[src/cmr_pkg.sv]
// Package of register offsets, field positions, reset values and timing counts for the CAN mode-request block
package cmr_pkg;
  // ==========================================================================
  // Register byte addresses on the AHB-Lite slave
  localparam logic [7:0] CMR_OFS_CTL0 = 8'h00;   // Mode control 0
  localparam logic [7:0] CMR_OFS_CTL1 = 8'h04;   // Mode control 1 (acks in low bits)
  localparam logic [7:0] CMR_OFS_RXF = 8'h08;    // Receiver flags
  localparam logic [7:0] CMR_OFS_RXIE = 8'h0c;   // Receiver interrupt enables
  localparam logic [7:0] CMR_OFS_TXF = 8'h10;    // Transmitter flags
  localparam logic [7:0] CMR_OFS_TXIE = 8'h14;   // Transmitter interrupt enables
  localparam logic [7:0] CMR_OFS_TARQ = 8'h18;   // Transmit abort request
  localparam logic [7:0] CMR_OFS_TAAK = 8'h1c;   // Transmit abort acknowledge
  localparam logic [7:0] CMR_OFS_TBSEL = 8'h20;  // Transmit buffer select
  localparam logic [7:0] CMR_OFS_BT0 = 8'h24;    // Bit timing 0
  localparam logic [7:0] CMR_OFS_BT1 = 8'h28;    // Bit timing 1
  localparam logic [7:0] CMR_OFS_IDAC = 8'h2c;   // Identifier acceptance control
  localparam logic [7:0] CMR_OFS_IDAR = 8'h40;   // Acceptance regs 0..7 at 0x40..0x5c
  localparam logic [7:0] CMR_OFS_IDMR = 8'h60;   // Mask regs 0..7 at 0x60..0x7c
  localparam logic [7:0] CMR_OFS_STAT = 8'h80;   // Block status (read only)
  // ==========================================================================
  // Field positions
  localparam int CMR_B_INIT_REQUEST = 0;   // Control 0: init request
  localparam int CMR_B_SLEEP_REQUEST = 1;    // Control 0: sleep request
  localparam int CMR_B_WAKEUP_ENABLE = 2;     // Control 0: wake-up enable
  localparam int CMR_B_INIT_ACK = 0;   // Control 1: init acknowledge
  localparam int CMR_B_SLEEP_ACK = 1;    // Control 1: sleep acknowledge
  localparam int CMR_B_WAKEUP_IRQ_FLAG = 7;    // Rx flags: wake-up interrupt flag
  localparam int CMR_B_WAKEUP_IRQ_ENABLE = 7;    // Rx enables: wake-up interrupt enable
  // Status field masks kept across initialization (bits 5:2 of rx and tx status)
  localparam logic [7:0] CMR_STAT_MASK = 8'h3c;
  // ==========================================================================
  // Reset values
  localparam logic [7:0] CMR_RST_CTL0 = 8'h00;
  localparam logic [7:0] CMR_RST_CTL1 = 8'h11;   // Init ack set: out of reset in init mode
  localparam logic [7:0] CMR_RST_TXF = 8'h07;    // All three transmit buffers empty
  localparam logic [7:0] CMR_RST_ZERO = 8'h00;
  // ==========================================================================
  // Timing
  localparam int CMR_IDLE_BITS = 11;             // Recessive bits that mark bus idle
  localparam int CMR_BUSOFF_RUNS = 128;          // Idle runs needed when bus-off
  localparam int CMR_CLK_HZ = 50000000;
  localparam int CMR_BIT_RATE = 500000;          // Default bit rate for the sample enable
  localparam int CMR_BIT_CYC = CMR_CLK_HZ / CMR_BIT_RATE;
endpackage

[src/cmr_mode_ctrl.sv]
// CAN controller mode-request logic with AHB-Lite register slave
//
// The register offsets and the AHB-Lite slave port are this design's own decisions.
`timescale 1ns/10ps
// Overview of operation
// - Sleep only when receiver idle, buffers empty
// - Sleep entry sets sleep acknowledge
// - Sleep request refused while wake-up flag set
// - Sleep until cleared; bus activity may clear
// - Sleep clear ignored until sleep acknowledged
// - Init request aborts traffic, drops sync
// - Init entry sets init acknowledge
// - Init entry resets control and flag registers
// - Init keeps wake-up, requests, status fields
// - Config registers writable only in init mode
// - Error counters survive init entry and exit
// - Exit resync: 11 recessive, bus-off 128 times
// - Init clear ignored until init acknowledged
// - Init request forces transmit pin recessive
// - Stop, or wait with stop_in_wait, recessive
// - Control 0 bit1 sleep, bit0 init request
module cmr_mode_ctrl
  import cmr_pkg::*;
#(
  parameter int BIT_CYC = CMR_BIT_CYC      // Clock cycles per CAN bit
)(
  input wire logic SYS_CLK_I,              // System clock, 50 MHz
  input wire logic RST_I,                  // Synchronous reset, active high
  input wire logic HSEL_I,                 // AHB-Lite slave select
  input wire logic [31:0] HADDR_I,         // AHB-Lite address
  input wire logic [1:0] HTRANS_I,         // AHB-Lite transfer type
  input wire logic HWRITE_I,               // AHB-Lite write
  input wire logic [2:0] HSIZE_I,          // AHB-Lite size
  input wire logic [31:0] HWDATA_I,        // AHB-Lite write data
  input wire logic HREADY_I,               // AHB-Lite bus ready
  output logic [31:0] HRDATA_O,            // AHB-Lite read data
  output logic HREADYOUT_O,                // AHB-Lite slave ready
  output logic HRESP_O,                    // AHB-Lite response, always OKAY
  input wire logic BUS_RX_I,               // CAN receive pin, 1 = recessive
  input wire logic RX_BUSY_I,              // Core is receiving a message
  input wire logic BUS_OFF_I,              // Core is bus-off
  input wire logic [7:0] TX_ERR_CNT_I,     // Transmit error counter from core
  input wire logic [7:0] RX_ERR_CNT_I,     // Receive error counter from core
  input wire logic [7:0] TX_STAT_I,        // Tx/rx status fields from core (bits 5:2)
  input wire logic STOP_MODE_I,            // CPU is in stop mode
  input wire logic WAIT_MODE_I,            // CPU is in wait mode
  input wire logic TX_CORE_I,              // Transmit bit from protocol core
  output logic BUS_TX_PIN_O,               // CAN transmit pin, 1 = recessive
  output logic CORE_ABORT_O,               // Abort traffic and drop sync
  output logic CORE_RUN_O,                 // Core synchronized and running
  output logic SLEEP_O                     // Sleep mode active
);

  initial
  begin
    if (BIT_CYC < 2 || BIT_CYC > 65535)
      $error("BIT_CYC out of range");
  end

  // ==========================================================================
  // State
  typedef enum logic [3:0] {
    CMR_RUN = 4'b0001,     // Normal operation
    CMR_SLEEP = 4'b0010,   // Sleep mode
    CMR_INIT = 4'b0100,    // Initialization mode
    CMR_SYNC = 4'b1000     // Waiting for bus idle after init exit
  } cmr_mode_t;

  typedef struct packed {
    cmr_mode_t mode;
    logic [7:0] ctl0;
    logic [7:0] ctl1;
    logic [7:0] rxf;
    logic [7:0] rxie;
    logic [7:0] txf;
    logic [7:0] txie;
    logic [7:0] tarq;
    logic [7:0] taak;
    logic [7:0] tbsel;
    logic [7:0] bt0;
    logic [7:0] bt1;
    logic [7:0] idac;
    logic [63:0] idar;
    logic [63:0] idmr;
    logic [15:0] bdiv;     // Bit-time divider
    logic [3:0] rcnt;      // Consecutive recessive bits
    logic [7:0] runs;      // Idle runs while bus-off
    logic dph;             // Data phase pending
    logic dwr;             // Pending transfer is a write
    logic [7:0] daddr;     // Pending address
    logic [31:0] rdata;
  } cmr_state_t;

  cmr_state_t s_q;
  cmr_state_t s_d;

  // Register read mux, shared by read data
  function automatic logic [7:0] rd_reg(input cmr_state_t s, input logic [7:0] a,
                                        input logic [7:0] st, input logic [15:0] ec);
    logic [7:0] v;
    v = 8'h00;
    if (a == CMR_OFS_CTL0) v = s.ctl0;
    else if (a == CMR_OFS_CTL1) v = s.ctl1;
    else if (a == CMR_OFS_RXF) v = s.rxf;
    else if (a == CMR_OFS_RXIE) v = s.rxie;
    else if (a == CMR_OFS_TXF) v = s.txf;
    else if (a == CMR_OFS_TXIE) v = s.txie;
    else if (a == CMR_OFS_TARQ) v = s.tarq;
    else if (a == CMR_OFS_TAAK) v = s.taak;
    else if (a == CMR_OFS_TBSEL) v = s.tbsel;
    else if (a == CMR_OFS_BT0) v = s.bt0;
    else if (a == CMR_OFS_BT1) v = s.bt1;
    else if (a == CMR_OFS_IDAC) v = s.idac;
    else if (a[7:5] == CMR_OFS_IDAR[7:5]) v = s.idar[a[4:2]*8 +: 8];
    else if (a[7:5] == CMR_OFS_IDMR[7:5]) v = s.idmr[a[4:2]*8 +: 8];
    else if (a == CMR_OFS_STAT) v = st;
    return v;
  endfunction

  logic in_init;        // Init request and ack both set
  logic bus_idle;       // No reception and all buffers empty
  logic bit_tick;       // One pulse per CAN bit time
  logic [7:0] stat_v;   // Block status byte
  logic [15:0] err_v;   // Error counters, passed through untouched

  assign in_init = s_q.ctl0[CMR_B_INIT_REQUEST] && s_q.ctl1[CMR_B_INIT_ACK];
  assign bus_idle = !RX_BUSY_I && (s_q.txf[2:0] == 3'b111);
  assign bit_tick = (s_q.bdiv == 16'(BIT_CYC - 1));
  assign stat_v = {3'b000, s_q.mode == CMR_SYNC, s_q.mode == CMR_SLEEP, s_q.mode == CMR_INIT,
                   BUS_OFF_I, RX_BUSY_I};
  // Error counters are inputs from the core and never reset here
  assign err_v = {TX_ERR_CNT_I, RX_ERR_CNT_I};

  // ==========================================================================
  // Next-state logic
  always_comb
  begin
    logic [7:0] wd;
    logic wr;
    wd = HWDATA_I[7:0];
    s_d = s_q;
    wr = s_q.dph && s_q.dwr;
    // Bit-time divider; the recessive run counter is stepped in the sync state below
    s_d.bdiv = bit_tick ? 16'h0000 : s_q.bdiv + 16'h0001;
    // Write data phase
    if (wr)
    begin
      if (s_q.daddr == CMR_OFS_CTL0)
      begin
        // Sleep request: set refused while wake-up flag pending
        if (wd[CMR_B_SLEEP_REQUEST] && !s_q.rxf[CMR_B_WAKEUP_IRQ_FLAG])
          s_d.ctl0[CMR_B_SLEEP_REQUEST] = 1'b1;
        // Clear only once sleep acknowledged
        else if (!wd[CMR_B_SLEEP_REQUEST] && s_q.ctl1[CMR_B_SLEEP_ACK])
          s_d.ctl0[CMR_B_SLEEP_REQUEST] = 1'b0;
        // Init request: set anytime, clear only once acknowledged
        if (wd[CMR_B_INIT_REQUEST])
          s_d.ctl0[CMR_B_INIT_REQUEST] = 1'b1;
        else if (in_init)
          s_d.ctl0[CMR_B_INIT_REQUEST] = 1'b0;
        s_d.ctl0[7:2] = wd[7:2];
      end
      else if (s_q.daddr == CMR_OFS_RXF)
        s_d.rxf = s_q.rxf & ~wd;           // Write one to clear
      else if (s_q.daddr == CMR_OFS_RXIE)
        s_d.rxie = wd;
      else if (s_q.daddr == CMR_OFS_TXF)
        s_d.txf = s_q.txf | (wd & 8'h07);  // Software releases buffers by writing one
      else if (s_q.daddr == CMR_OFS_TXIE)
        s_d.txie = wd;
      else if (s_q.daddr == CMR_OFS_TARQ)
        s_d.tarq = wd;
      else if (s_q.daddr == CMR_OFS_TBSEL)
        s_d.tbsel = wd;
      // Configuration registers locked outside init mode
      else if (in_init)
      begin
        if (s_q.daddr == CMR_OFS_CTL1)
          s_d.ctl1[7:2] = wd[7:2];
        else if (s_q.daddr == CMR_OFS_BT0)
          s_d.bt0 = wd;
        else if (s_q.daddr == CMR_OFS_BT1)
          s_d.bt1 = wd;
        else if (s_q.daddr == CMR_OFS_IDAC)
          s_d.idac = wd;
        else if (s_q.daddr[7:5] == CMR_OFS_IDAR[7:5])
          s_d.idar[s_q.daddr[4:2]*8 +: 8] = wd;
        else if (s_q.daddr[7:5] == CMR_OFS_IDMR[7:5])
          s_d.idmr[s_q.daddr[4:2]*8 +: 8] = wd;
      end
    end
    // Mode sequencing
    case (s_q.mode)
      CMR_RUN:
      begin
        if (s_q.ctl0[CMR_B_INIT_REQUEST])
          s_d.mode = CMR_INIT;
        else if (s_q.ctl0[CMR_B_SLEEP_REQUEST] && bus_idle)
        begin
          s_d.mode = CMR_SLEEP;
          s_d.ctl1[CMR_B_SLEEP_ACK] = 1'b1;
        end
        else
          s_d.ctl1[CMR_B_SLEEP_ACK] = 1'b0;
      end
      CMR_SLEEP:
      begin
        if (s_q.ctl0[CMR_B_INIT_REQUEST])
          s_d.mode = CMR_INIT;
        else if (!s_q.ctl0[CMR_B_SLEEP_REQUEST])
          s_d.mode = CMR_RUN;
        else if (!BUS_RX_I && s_q.ctl0[CMR_B_WAKEUP_ENABLE])
        begin
          // Bus activity wakes us; flag set wins over any clear this cycle
          s_d.ctl0[CMR_B_SLEEP_REQUEST] = 1'b0;
          s_d.rxf[CMR_B_WAKEUP_IRQ_FLAG] = 1'b1;
          s_d.mode = CMR_RUN;
        end
      end
      CMR_INIT:
      begin
        // Hard-reset the listed registers, keeping wake-up, requests, status
        s_d.ctl0 = (CMR_RST_CTL0 & ~8'h07) | (s_d.ctl0 & 8'h07);
        s_d.rxf = (CMR_RST_ZERO & ~CMR_STAT_MASK) | (TX_STAT_I & CMR_STAT_MASK);
        s_d.rxie = CMR_RST_ZERO & ~CMR_STAT_MASK | (s_q.rxie & CMR_STAT_MASK);
        s_d.txf = CMR_RST_TXF;
        s_d.txie = CMR_RST_ZERO;
        s_d.tarq = CMR_RST_ZERO;
        s_d.taak = CMR_RST_ZERO;
        s_d.tbsel = CMR_RST_ZERO;
        s_d.ctl1[CMR_B_INIT_ACK] = 1'b1;
        s_d.ctl1[CMR_B_SLEEP_ACK] = 1'b0;
        if (!s_q.ctl0[CMR_B_INIT_REQUEST])
        begin
          s_d.mode = CMR_SYNC;
          s_d.ctl1[CMR_B_INIT_ACK] = 1'b0;
          s_d.rcnt = 4'h0;
          s_d.runs = 8'h00;
        end
      end
      CMR_SYNC:
      begin
        if (s_q.ctl0[CMR_B_INIT_REQUEST])
          s_d.mode = CMR_INIT;
        else if (bit_tick)
        begin
          // Count recessive bits; a dominant bit restarts the run
          if (!BUS_RX_I)
            s_d.rcnt = 4'h0;
          else if (s_q.rcnt == 4'(CMR_IDLE_BITS - 1))
          begin
            s_d.rcnt = 4'h0;
            if (!BUS_OFF_I || s_q.runs == 8'(CMR_BUSOFF_RUNS - 1))
              s_d.mode = CMR_RUN;
            else
              s_d.runs = s_q.runs + 8'h01;
          end
          else
            s_d.rcnt = s_q.rcnt + 4'h1;
        end
      end
      default:
        s_d.mode = CMR_RUN;
    endcase
    // Address phase capture
    if (HREADY_I)
    begin
      s_d.dph = HSEL_I && HTRANS_I[1];
      s_d.dwr = HWRITE_I;
      s_d.daddr = HADDR_I[7:0];
      s_d.rdata = {16'h0000, (HADDR_I[7:0] == CMR_OFS_STAT) ? err_v[15:8] : 8'h00,
                   rd_reg(s_q, HADDR_I[7:0], stat_v, err_v)};
    end
  end

  // ==========================================================================
  // State register
  always_ff @(posedge SYS_CLK_I)
  begin
    if (RST_I)
    begin
      s_q <= '0;
      s_q.mode <= CMR_INIT;
      s_q.ctl0 <= CMR_RST_CTL0 | 8'h01;   // Comes out of reset requesting init
      s_q.ctl1 <= CMR_RST_CTL1;
      s_q.txf <= CMR_RST_TXF;
    end
    else
      s_q <= s_d;
  end

  // ==========================================================================
  // Outputs
  assign HRDATA_O = s_q.rdata;
  assign HREADYOUT_O = 1'b1;    // Zero wait states
  assign HRESP_O = 1'b0;
  // Pin forced recessive on init request or low-power entry
  assign BUS_TX_PIN_O = s_q.ctl0[CMR_B_INIT_REQUEST] || STOP_MODE_I || (WAIT_MODE_I && s_q.ctl1[5])
                        || s_q.mode != CMR_RUN || TX_CORE_I;
  assign CORE_ABORT_O = s_q.ctl0[CMR_B_INIT_REQUEST] || s_q.mode == CMR_INIT;
  // A fresh init request stops the core in the same cycle it lands, not one later
  assign CORE_RUN_O = (s_q.mode == CMR_RUN) && !s_q.ctl0[CMR_B_INIT_REQUEST];
  assign SLEEP_O = s_q.mode == CMR_SLEEP;

endmodule

[config.mk]
export PLATFORM = sky130hd
export DESIGN_NAME = cmr_mode_ctrl
export DESIGN_NICKNAME = d
export VERILOG_FILES = /design/src/cmr_pkg.sv /design/src/cmr_mode_ctrl.sv
export SDC_FILE = /design/constraint.sdc
export NUM_CORES = 1
export LEC_CHECK = 0
export BUFFER_PORTS_ARGS = -buffer_cell sky130_fd_sc_hd__buf_2
export CORE_MARGIN = 3
export CORE_UTILIZATION = 53
export DETAILED_ROUTE_END_ITERATION = 10
export PLACE_DENSITY = 0.76
export SLEW_MARGIN = 40
export SYNTH_ARGS = -nofsm -noshare
export SYNTH_HDL_FRONTEND = slang
export SYNTH_SLANG_ARGS = --single-unit
[constraint.sdc]
create_clock -name SYS_CLK_I -period 2.3 [get_ports SYS_CLK_I]
set_input_delay 0.23 -clock SYS_CLK_I [delete_from_list [all_inputs] [get_ports SYS_CLK_I]]
set_output_delay 0.23 -clock SYS_CLK_I [all_outputs]
set_load 0.02 [all_outputs]
==> impl_metrics.sql, run 1 <==
INSERT INTO impl_metrics (metric_group, metric, value, unit) VALUES
('outcome', 'outcome', 'finished, violations left', ''),
('outcome', 'violations_in_the_final_reports', 'setup timing', ''),
('routing', 'antenna_left', '0', ''),
('global_routing', 'grt_antenna_before_repair', '0', ''),
('power_and_ir_drop', 'power.sequential.fraction', '43.3', '%'),
('timing', 'skew', '8.54', 'ps'),
('cts', 'tritoncts.num_buffers', '30', ''),
('routing', 'drt-pass1-iter-count', '7', ''),
('power_and_ir_drop', 'power.leakage', '6.44', 'nW'),
('timing', 'timing.max_slew.rel_slack', '55.6', '%'),
('cts', 'htreeDepth', '1', ''),
('logic_synthesis', 'synthMostInstantiatedCell', 'dfxtp_1', ''),
('timing', 'grt_setup_unrepaired', 'true', ''),
('final_layout', 'fin_cells', '1928', ''),
('worst_setup_path', 'worstReg2RegStart', 's_q[34]', ''),
('power_and_ir_drop', 'cellInternalPower', '8.38', 'mW'),
('timing', 'finalSetupViolCount', '1', ''),
('power_and_ir_drop', 'p_clk_share', '48.6', '%'),
('routing', 'post_drt_wl_per_cell', '21.0', 'um'),
('logic_synthesis', 'post-synth-top-area-cell', 'dfxtp_1', ''),
('hold_path', 'worstHoldPathType', 'in2reg', ''),
('floorplanning', 'pin_count', '142', ''),
('logic_synthesis', 'postSynthCellCount', '1485', ''),
('routing', 'via_per_inst', '6.11', ''),
('logic_synthesis', 'synth_seq_cells', '269', ''),
('timing', 'slew_viol_final', '0', ''),
('worst_setup_path', 'r2r_setup_slack', '-10', 'ps'),
('logic_synthesis', 'synth_common_cells', 'dfxtp_1, nor2_1, mux2i_1', ''),
('cts', 'cts_root_buf', 'clkbuf_16', ''),
('power_and_ir_drop', 'fin_total_pwr', '10.9', 'mW'),
('worst_setup_path', 'ff2ff_path_depth', '8', ''),
('logic_synthesis', 'proportion_of_register_bits_with_asynchronous_set_or_reset_after_synthesis', '0', '%'),
('logic_synthesis', 'synth_enable_flop_cells', '0', ''),
('worst_setup_path', 'critical_path.cell_chain', 'inv_4 > ha_4 > o21a_4 > or4_4 > nor4b_4 > buf_12 > mux2i_1 > nor2_1', ''),
('logic_synthesis', 'most_used_dff_post_synth', 'dfxtp_1', ''),
('timing', 'post-route-period-util', '100', '%'),
('power_and_ir_drop', 'switching_power', '2.57', 'mW'),
('logic_synthesis', 'netlist_top_cells_area', 'dfxtp_1, mux2i_1, nor2_1', ''),
('place', 'placed_cell_area', '0.0142', 'mm2'),
('power_and_ir_drop', 'cellPowerDensity', '704', 'mW/mm2'),
('routing', 'drt_iter0_markers', '1366', ''),
('power_and_ir_drop', 'ir_worst_vdd', '0.650', 'mV'),
('cts', 'cts_buffer_depth', '3', ''),
('routing', 'vias_post_dr', '11800', ''),
('timing', 'hold_viol_final', '0', ''),
('logic_synthesis', 'synth.lib_cells_used.distinct', '83', ''),
('cts', 'clk-insertion-delay-late', '550', 'ps'),
('place', 'gpl.final_weighted_congestion', '0.967', ''),
('logic_synthesis', 'area_share_of_the_largest_cell_type_after_synthesis', '40.7', '%'),
('global_routing', 'globalRouteOverflowTotal', '0', ''),
('hold_path', 'timing.hold.worst_path_depth', '3', ''),
('place', 'dp.final_hpwl', '27.7', 'mm'),
('final_layout', 'area_delta_synth_final', '17.5', '%'),
('logic_synthesis', 'synth_seq_area_share', '40.7', '%'),
('power_and_ir_drop', 'comb_power_share', '8.2', '%'),
('logic_synthesis', 'yosysWarningCount', '0', ''),
('global_routing', 'grt_pass1_vias', '11500', ''),
('timing', 'worst_slack', '-11.1', 'ps'),
('global_routing', 'grt.total_usage', '29.6', '%'),
('worst_setup_path', 'endpoint_kind', 'flop', ''),
('worst_setup_path', 'reg2reg_to', 's_q[201]', ''),
('final_layout', 'diodes_inserted', '0', ''),
('worst_setup_path', 'worst_path_dominant_cell_family', 'simple AND/OR/NAND/NOR gates', ''),
('routing', 'wirelength', '40.5', 'mm'),
('timing', 'worst-slew-pin-transition', '657', 'ps'),
('floorplanning', 'core_region_area', '0.0244', 'mm2'),
('worst_setup_path', 'path_buf_inv', '2', ''),
('logic_synthesis', 'syn_avg_cell_area', '8.91', 'um2'),
('worst_setup_path', 'worst_path_largest_cell_delay', '510', 'ps'),
('floorplanning', 'fp.dieArea', '0.0269', 'mm2'),
('timing', 'max_clock_freq', '0.433', 'GHz');
[power groups by stage]
stage          Sequential (mW)  Clock [mW]  Combinational, mW
2_1_floorplan             4.82           0              0.539
6_report                  4.73        5.31              0.896
5_1_grt                   4.73        5.58              0.945
3_5_place_dp              4.83           0              0.821
4_1_cts                   4.73        5.35              0.847
3_3_place_gp              4.83           0              0.811
[metal layers]
layer  up-vias  routed length, um  part of all wire [%]  track usage, %
met1      5643              15800                    39            36.7
met4         0               2120                   5.2            13.9
li1       5374                  -                     -               -
met2       614              19000                    47            49.4
met5         -                  0                     0               0
met3       150               3630                   8.9            6.31
[per-stage QoR]
stage / setup slack, ps / setup TNS, ps / util, %
floorplan: 12.8 / 0 / -
global placement: 51.9 / 0 / 58.1
detailed placement: -96.3 / -1330 / 58.1
CTS: -5.71 / -5.71 / 63.4
global route: -63.5 / -695 / 63.7
finish: -11.1 / -11.1 / 63.7
[repair_timing]
action	4_1_cts	5_1_grt
buffers inserted	0	3
hold buffers	15	0
gates cloned	0	0
gates resized for setup	4	13
endpoints found under the hold margin	14	0
setup endpoints to repair	28	78
pin swaps	0	4
[worst register-to-register path, stage by stage (launching register included)]
cell,delay [ps]
dfxtp_4,380
inv_4,60
ha_4,180
o21a_4,230
or4_4,510
nor4b_4,350
buf_12,190
mux2i_1,220
nor2_1,60
[worst max-delay path by stage]
stage / depth (start not counted) / to / start / slack [ps]
after detailed placement: 8 / flop / s_q[34] / -100
final: 8 / s_q[201] / s_q[34] / -10
after floorplan: 10 / s_q[205] / s_q[34] / 10
after CTS: 8 / s_q[201] / s_q[34] / -6
after global routing: 8 / flop / s_q[34] / -60
after global placement: 8 / flop / s_q[34] / 50
[cells in the final DEF, fill, tap and decap left out, types with 7 or more instances in the layout]
cell type	netlist	routed
a21oi_1	100	100
nand3b_1	7	7
clkbuf_16	0	31
and2_1	20	19
conb_1	2	18
or2_2	11	10
clkbuf_8	0	8
nand2_1	140	140
mux4_2	29	29
inv_1	14	13
nor3_1	24	23
and3_1	15	15
a211oi_1	8	8
a31oi_1	10	10
nor2_1	227	227
o21ai_0	40	40
buf_4	38	109
buf_2	36	57
nand3_1	68	68
dlygate4sd3_1	0	15
dfxtp_1	269	265
ha_1	10	7
nand4_1	10	10
nand2b_1	17	17
mux2i_1	173	172
xor2_1	19	19
clkinv_2	0	7
[kinds of logic after synthesis]
kind of cell,after synthesis,share of synthesized area [%]
other,2,0.0568
buffers and inverters,155,6.05
flip-flops,269,40.7
adder cells (fa/ha/maj),10,0.946
multiplexers,208,18.5
AO/OA/AOI/OAI,230,10.9
AND/OR/NAND/NOR,589,21.3
XOR/XNOR,22,1.46
[area by class of cell]
| class | count | area [um2] | area share (%) |
|---|---|---|---|
| clock buffers | 42 | 897 | 5.77 |
| inverters | 14 | 55.1 | 0.354 |
| clock inverters | 14 | 223 | 1.43 |
| well taps | 324 | 405 | 2.61 |
| repair buffers | 188 | 1390 | 8.91 |
| flip-flops and latches | 269 | 5390 | 34.7 |
| multi-input cells | 1077 | 7190 | 46.2 |
Power figures use the tool's default switching activity.
==> inputs of run 2 (changes only) <==
Settings changed: BUFFER_PORTS_ARGS -buffer_cell sky130_fd_sc_hd__buf_2 to not set, CORE_UTILIZATION 53 to 55, DONT_BUFFER_PORTS set to 1, PLACE_DENSITY 0.76 to 0.7.
Clock period 2.3 ns to 2.8 ns, I/O delays scaled along.
==> run 2 against run 1 <==
The flow now finishes without violations. Clock power down 28%. Largest cell class unchanged. Critical path type unchanged. Critical path depth grew 1. First-iteration DRC count up 8.1%. Via count shrank 2.8%. Global-route usage rose by 0.85 points. Register-to-register slack improved by 100 ps.
==> impl_metrics.sql, run 2 (synthesized netlist as in run 1, its figures left out) <==
INSERT INTO impl_metrics (metric_group, metric, value, unit) VALUES
('worst_setup_path', 'criticalPathCategory', 'reg2reg', ''),
('cts', 'cts_root_buf', 'clkbuf_16', ''),
('global_routing', 'grt_start_max_net_pins', '145', ''),
('global_routing', 'grt_pass1_vias', '11000', ''),
('power_and_ir_drop', 'p_sw_share', '23.8', '%'),
('place', 'gpl.final_weighted_congestion', '0.946', ''),
('power_and_ir_drop', 'comb_power_share', '6.5', '%'),
('routing', 'antenna_left', '0', ''),
('timing', 'tns', '0', 'ps'),
('power_and_ir_drop', 'switching_power', '1.97', 'mW'),
('cts', 'cts.sink_count', '269', ''),
('cts', 'htreeDepth', '1', ''),
('worst_setup_path', 'cp_data_arrival_time', '3140', 'ps'),
('worst_setup_path', 'endpoint_kind', 'flop', ''),
('flow_run', 'drv_cap', '0', ''),
('floorplanning', 'floorplan.initialDensity', '56.2', '%'),
('power_and_ir_drop', 'p_clk_share', '46.3', '%'),
('worst_setup_path', 'r2r_setup_slack', '90', 'ps'),
('routing', 'wirelength', '40.9', 'mm'),
('worst_setup_path', 'slowest_stage', 'or4_1', ''),
('global_routing', 'grt_pass1_wl', '62.9', 'mm'),
('timing', 'grt_setup_unrepaired', 'false', ''),
('worst_setup_path', 'worst_path_dominant_cell_family', 'simple AND/OR/NAND/NOR gates', ''),
('cts', 'clk-insertion-delay-late', '550', 'ps'),
('global_routing', 'grt.total_usage', '30.5', '%'),
('power_and_ir_drop', 'cellInternalPower', '6.29', 'mW'),
('final_layout', 'final_common_cell', 'dfxtp_1', ''),
('final_layout', 'layout.cells.most_common_list', 'dfxtp_1, nor2_1, mux2i_1', ''),
('final_layout', 'fin_cells', '1854', ''),
('cts', 'cts_tree', 'built', ''),
('place', 'post-place-ws', '273', 'ps'),
('routing', 'drt-pass1-iter-count', '9', ''),
('routing', 'drt_iter0_markers', '1476', ''),
('power_and_ir_drop', 'ir_worst_vdd', '0.410', 'mV'),
('floorplanning', 'core_region_area', '0.0235', 'mm2'),
('worst_setup_path', 'cp_data_required_time', '3230', 'ps'),
('routing', 'post_drt_wl_per_cell', '22.0', 'um'),
('final_layout', 'area_delta_synth_final', '14.1', '%'),
('worst_setup_path', 'worst_path_largest_cell_delay', '560', 'ps'),
('timing', 'max_clock_freq', '0.369', 'GHz'),
('floorplanning', 'pin_count', '142', ''),
('floorplanning', 'die_h', '161', 'um'),
('place', 'placed_cells', '1722', ''),
('timing', 'post-route-period-util', '96.7', '%'),
('cts', 'worst_setup_hold_path_clk_slew', '60', 'ps'),
('cts', 'tritoncts.num_buffers', '29', ''),
('place', 'placed_cell_area', '0.0133', 'mm2'),
('routing', 'drc_errors', '0', ''),
('timing', 'slew_viol_final', '0', ''),
('cts', 'cts_buffer_depth', '3', ''),
('timing', 'final.min_clock_period', '2710', 'ps'),
('routing', 'via_per_inst', '6.18', ''),
('final_layout', 'post_route_cells_drive_above_1_share', '10.9', '%'),
('outcome', 'outcome', 'finished, final reports clean', ''),
('routing', 'vias_post_dr', '11500', ''),
('power_and_ir_drop', 'power.sequential.fraction', '47.2', '%'),
('place', 'dp.final_hpwl', '25.1', 'mm'),
('global_routing', 'grt_antenna_before_repair', '1', ''),
('power_and_ir_drop', 'fin_total_pwr', '8.25', 'mW'),
('place', 'buffers_added_on_ports', '0', ''),
('timing', 'worst_slack', '92.4', 'ps'),
('worst_setup_path', 'startpoint_type', 'flop', ''),
('worst_setup_path', 'critical_path.cell_chain', 'nand4b_1 > or4_1 > nor2_2 > buf_4 > nand2_1 > buf_4 > nand2_1 > a21oi_1 > dlygate4sd3_1', ''),
('floorplanning', 'floorplan.rows', '56', ''),
('hold_path', 'timing.hold.worst_path_depth', '4', ''),
('worst_setup_path', 'crit_path_max_fanout', '6', ''),
('final_layout', 'num-nets-final', '1625', ''),
('hold_path', 'worstHoldEndpoint', 'HRDATA_O[0]', ''),
('power_and_ir_drop', 'power.leakage', '6.12', 'nW'),
('hold_path', 'worstHoldPathType', 'in2reg', ''),
('timing', 'worst-slew-pin-transition', '810', 'ps'),
('timing', 'hold_viol_final', '0', ''),
('timing', 'skew', '16.5', 'ps'),
('worst_setup_path', 'path_buf_inv', '3', ''),
('floorplanning', 'die_width', '161', 'um'),
('worst_setup_path', 'worstReg2RegStart', 's_q[38]', ''),
('hold_path', 'hp-start', 'HREADY_I', ''),
('worst_setup_path', 'ff2ff_path_depth', '9', ''),
('global_routing', 'globalRouteOverflowTotal', '0', ''),
('power_and_ir_drop', 'cellPowerDensity', '547', 'mW/mm2'),
('final_layout', 'stdcell_area', '0.0151', 'mm2'),
('floorplanning', 'fp.dieArea', '0.0260', 'mm2'),
('timing', 'timing.max_slew.rel_slack', '45.8', '%'),
('timing', 'finalSetupViolCount', '0', '');
==> run 2: power groups by stage <==
stage	clock [mW]	combinational, mW	sequential [mW]
after detailed placement	0	0.398	3.98
after CTS	3.83	0.512	3.89
after global placement	0	0.394	3.98
after global routing	3.98	0.568	3.90
final	3.82	0.537	3.90
after floorplan	0	0.439	3.96
==> run 2: how the worst max path moves through the flow <==
stage,from,end,slack [ps],cells past startpoint
after floorplan,s_q[34],s_q[205],340,10
after global routing,s_q[55],s_q[51],6,8
after CTS,s_q[34],flop,60,9
final,s_q[38],flop,90,9
after detailed placement,s_q[34],s_q[205],270,9
after global placement,s_q[34],s_q[203],340,8
==> run 2: cell type report <==
| cell class | count | area (um2) |
|---|---|---|
| Inverter | 14 | 52.6 |
| Antenna cell | 4 | 10.0 |
| Clock buffer | 41 | 831 |
| Tap cell | 319 | 399 |
| Clock inverter | 10 | 114 |
| Fill cell | 1936 | 8450 |
| Timing Repair Buffer | 120 | 1150 |
| Multi-Input combinational cell | 1077 | 7150 |
| Sequential cell | 269 | 5390 |
==> run 2: metrics by stage <==
stage / hold slack [ps] / utilization (%)
floorplan: 409 / -
CTS: 0.246 / 63.9
global route: 35.6 / 64.1
detailed placement: 369 / 56.6
finish: 10.5 / 64.1
global placement: 368 / 56.6
==> run 2: tightest hold or removal path: stages <==
cell and delay (ps):
nor2_1 80, nor2_1 40, o21ai_0 60, a211oi_1 40
==> run 2: repair_timing <==
| item | in CTS | in global routing |
|---|---|---|
| endpoints found under the setup margin | 0 | 21 |
| gates resized for setup | 0 | 11 |
| buffers inserted | 0 | 2 |
| hold buffers | 75 | 0 |
| endpoints found under the hold margin | 243 | 0 |
==> run 2: routing by layer <==
| metal | vias up | wire, um | global-route usage (%) |
|---|---|---|---|
| met2 | 594 | 18400 | 47.9 |
| li1 | 5218 | - | - |
| met1 | 5520 | 16700 | 41.4 |
| met5 | - | 0 | 0 |
| met3 | 119 | 4190 | 6.41 |
| met4 | 0 | 1610 | 12.0 |
==> inputs of run 3 (changes only) <==
Settings changed: CORE_ASPECT_RATIO set to 0.8, HOLD_SLACK_MARGIN set to 0.1.
Clock period 2.8 ns to 2.95 ns, I/O delays scaled along.
==> run 3 against run 2 <==
Flip-flop and latch count unchanged. Largest power group is now clock. Critical path type unchanged. Clock skew fell by 8.0 ps. Global-route usage up 0.46 points. Total power fell by 2.9%. Highest routed layer unchanged. Design area shrank 0.53%. Die area about the same. Via count down 0.13%. Combinational power down 4.8%.
==> impl_metrics.sql, run 3 (synthesized netlist as in run 1, its figures left out) <==
INSERT INTO impl_metrics (metric_group, metric, value, unit) VALUES
('final_layout', 'diodes_inserted', '0', ''),
('worst_setup_path', 'crit_path_max_fanout', '12', ''),
('cts', 'worst_setup_hold_path_clk_slew', '70', 'ps'),
('hold_path', 'worstHoldPathType', 'in2reg', ''),
('timing', 'finalHoldWorstSlack', '114', 'ps'),
('routing', 'via_per_inst', '6.23', ''),
('timing', 'max_clock_freq', '0.352', 'GHz'),
('place', 'placed_cell_area', '0.0132', 'mm2'),
('global_routing', 'grt_pass1_vias', '10600', ''),
('final_layout', 'layout.cells.most_common_list', 'dfxtp_1, nor2_1, mux2i_1', ''),
('worst_setup_path', 'worst_path_largest_cell_delay', '550', 'ps'),
('timing', 'tns', '0', 'ps'),
('hold_path', 'hp-start', 'HWDATA_I[2]', ''),
('worst_setup_path', 'cp_data_required_time', '3370', 'ps'),
('global_routing', 'grt_pass1_wl', '62.1', 'mm'),
('global_routing', 'grt_antenna_before_repair', '1', ''),
('floorplanning', 'pin_count', '142', ''),
('global_routing', 'grt_start_max_net_pins', '152', ''),
('outcome', 'outcome', 'finished, final reports clean', ''),
('floorplanning', 'die_width', '179', 'um'),
('flow_run', 'drv_cap', '0', ''),
('timing', 'final.min_clock_period', '2840', 'ps'),
('floorplanning', 'floorplan.initialDensity', '56.2', '%'),
('hold_path', 'timing.hold.worst_path_depth', '3', ''),
('cts', 'tritoncts.num_buffers', '27', ''),
('timing', 'finalSetupViolCount', '0', ''),
('routing', 'vias_post_dr', '11400', ''),
('floorplanning', 'die_h', '145', 'um'),
('worst_setup_path', 'path_depth', '9', ''),
('power_and_ir_drop', 'ir_worst_vdd', '0.393', 'mV'),
('cts', 'cts_buffer_depth', '3', ''),
('place', 'buffers_added_on_ports', '0', ''),
('place', 'post-place-ws', '221', 'ps'),
('final_layout', 'area_delta_synth_final', '13.5', '%'),
('timing', 'timing.max_slew.rel_slack', '34.6', '%'),
('power_and_ir_drop', 'cellPowerDensity', '534', 'mW/mm2'),
('routing', 'drt-pass1-iter-count', '6', ''),
('cts', 'cts_root_buf', 'clkbuf_16', ''),
('worst_setup_path', 'path_buf_inv', '3', ''),
('floorplanning', 'floorplan.rows', '50', ''),
('timing', 'worst_slack', '108', 'ps'),
('place', 'dp.final_hpwl', '25.1', 'mm'),
('timing', 'skew', '8.53', 'ps'),
('power_and_ir_drop', 'power.leakage', '6.09', 'nW'),
('global_routing', 'grt.total_usage', '30.9', '%'),
('cts', 'htreeDepth', '1', ''),
('final_layout', 'stdcell_area', '0.0150', 'mm2'),
('worst_setup_path', 'endpoint_kind', 'flop', ''),
('cts', 'clk-insertion-delay-late', '540', 'ps'),
('worst_setup_path', 'worst_path_dominant_cell_family', 'buffers and inverters', ''),
('worst_setup_path', 'critical_path.cell_chain', 'inv_1 > ha_2 > ha_1 > nor2_2 > nand2_1 > buf_4 > mux2i_1 > nor2_1 > dlygate4sd3_1', ''),
('timing', 'post-route-period-util', '96.3', '%'),
('worst_setup_path', 'worst_setup_path_startpoint', 's_q[34]', ''),
('final_layout', 'num-nets-final', '1618', ''),
('routing', 'drc_errors', '0', ''),
('final_layout', 'final_common_cell', 'dfxtp_1', ''),
('timing', 'hold_viol_final', '0', ''),
('cts', 'cts_tree', 'built', ''),
('place', 'gpl.final_weighted_congestion', '0.895', ''),
('floorplanning', 'core_region_area', '0.0235', 'mm2'),
('routing', 'antenna_left', '0', ''),
('final_layout', 'fillers', '1964', ''),
('worst_setup_path', 'cp_data_arrival_time', '3260', 'ps'),
('cts', 'cts.sink_count', '269', ''),
('final_layout', 'layout.core_utilization', '63.8', '%'),
('worst_setup_path', 'slowest_stage', 'dlygate4sd3_1', ''),
('global_routing', 'globalRouteOverflowTotal', '0', ''),
('worst_setup_path', 'ff2ff_path_depth', '9', ''),
('worst_setup_path', 'criticalPathCategory', 'reg2reg', ''),
('final_layout', 'post_route_cells_drive_above_1_share', '10.5', '%'),
('floorplanning', 'fp.dieArea', '0.0260', 'mm2'),
('timing', 'grt_setup_unrepaired', 'false', ''),
('worst_setup_path', 'worstReg2RegStart', 's_q[34]', ''),
('routing', 'post_drt_wl_per_cell', '22.3', 'um'),
('routing', 'wirelength', '40.9', 'mm'),
('timing', 'slew_viol_final', '0', ''),
('timing', 'worst-slew-pin-transition', '978', 'ps'),
('worst_setup_path', 'startpoint_type', 'flop', ''),
('routing', 'drt_iter0_markers', '1471', '');
[run 3: metal layers]
metal	wire, um	up-vias	global-route usage [%]
li1	-	5202	-
met1	17500	5505	44.8
met2	17300	619	45.9
met3	4840	110	8.01
met4	1300	0	8.58
met5	0	-	0
[run 3: report_power, final]
group          internal [mW]  switching (mW)
registers               3.66          0.0386
clock network           2.33            1.48
logic                  0.171           0.341
total                   6.15            1.86
[run 3: worst min-delay path, stage by stage]
cell and delay (ps):
and2_1 160, nand3_1 90, a21oi_1 60
[run 3: final cells by class]
| type | count | area [um2] | share of cell area (%) |
|---|---|---|---|
| Clock inverter | 14 | 228 | 1.52 |
| Sequential cell | 269 | 5390 | 35.9 |
| Multi-Input combinational cell | 1077 | 7120 | 47.4 |
| Timing Repair Buffer | 115 | 1080 | 7.18 |
| Clock buffer | 35 | 756 | 5.03 |
| Inverter | 14 | 52.6 | 0.350 |
| Tap cell | 312 | 390 | 2.60 |
[run 3: through the flow]
stage          total power [mW]  std cells
3_5_place_dp               4.15       1708
4_1_cts                    8.00       1833
3_3_place_gp               4.14       1708
2_1_floorplan              4.17       1501
6_report                   8.02       1836
5_1_grt                    8.21       1836
[run 3: what timing repair did]
item / in CTS / in global routing
hold endpoints to repair: 253 / 0
setup buffers: 0 / 3
hold buffers: 76 / 0
resized for setup: 0 / 6
endpoints found under the setup margin: 0 / 35
[run 3: final timing paths]
kind	endpoint	slack, ps
hold reg to reg	s_q[54]	450
setup / recovery	flop	110
setup reg to reg	flop	110
hold / removal	flop	110
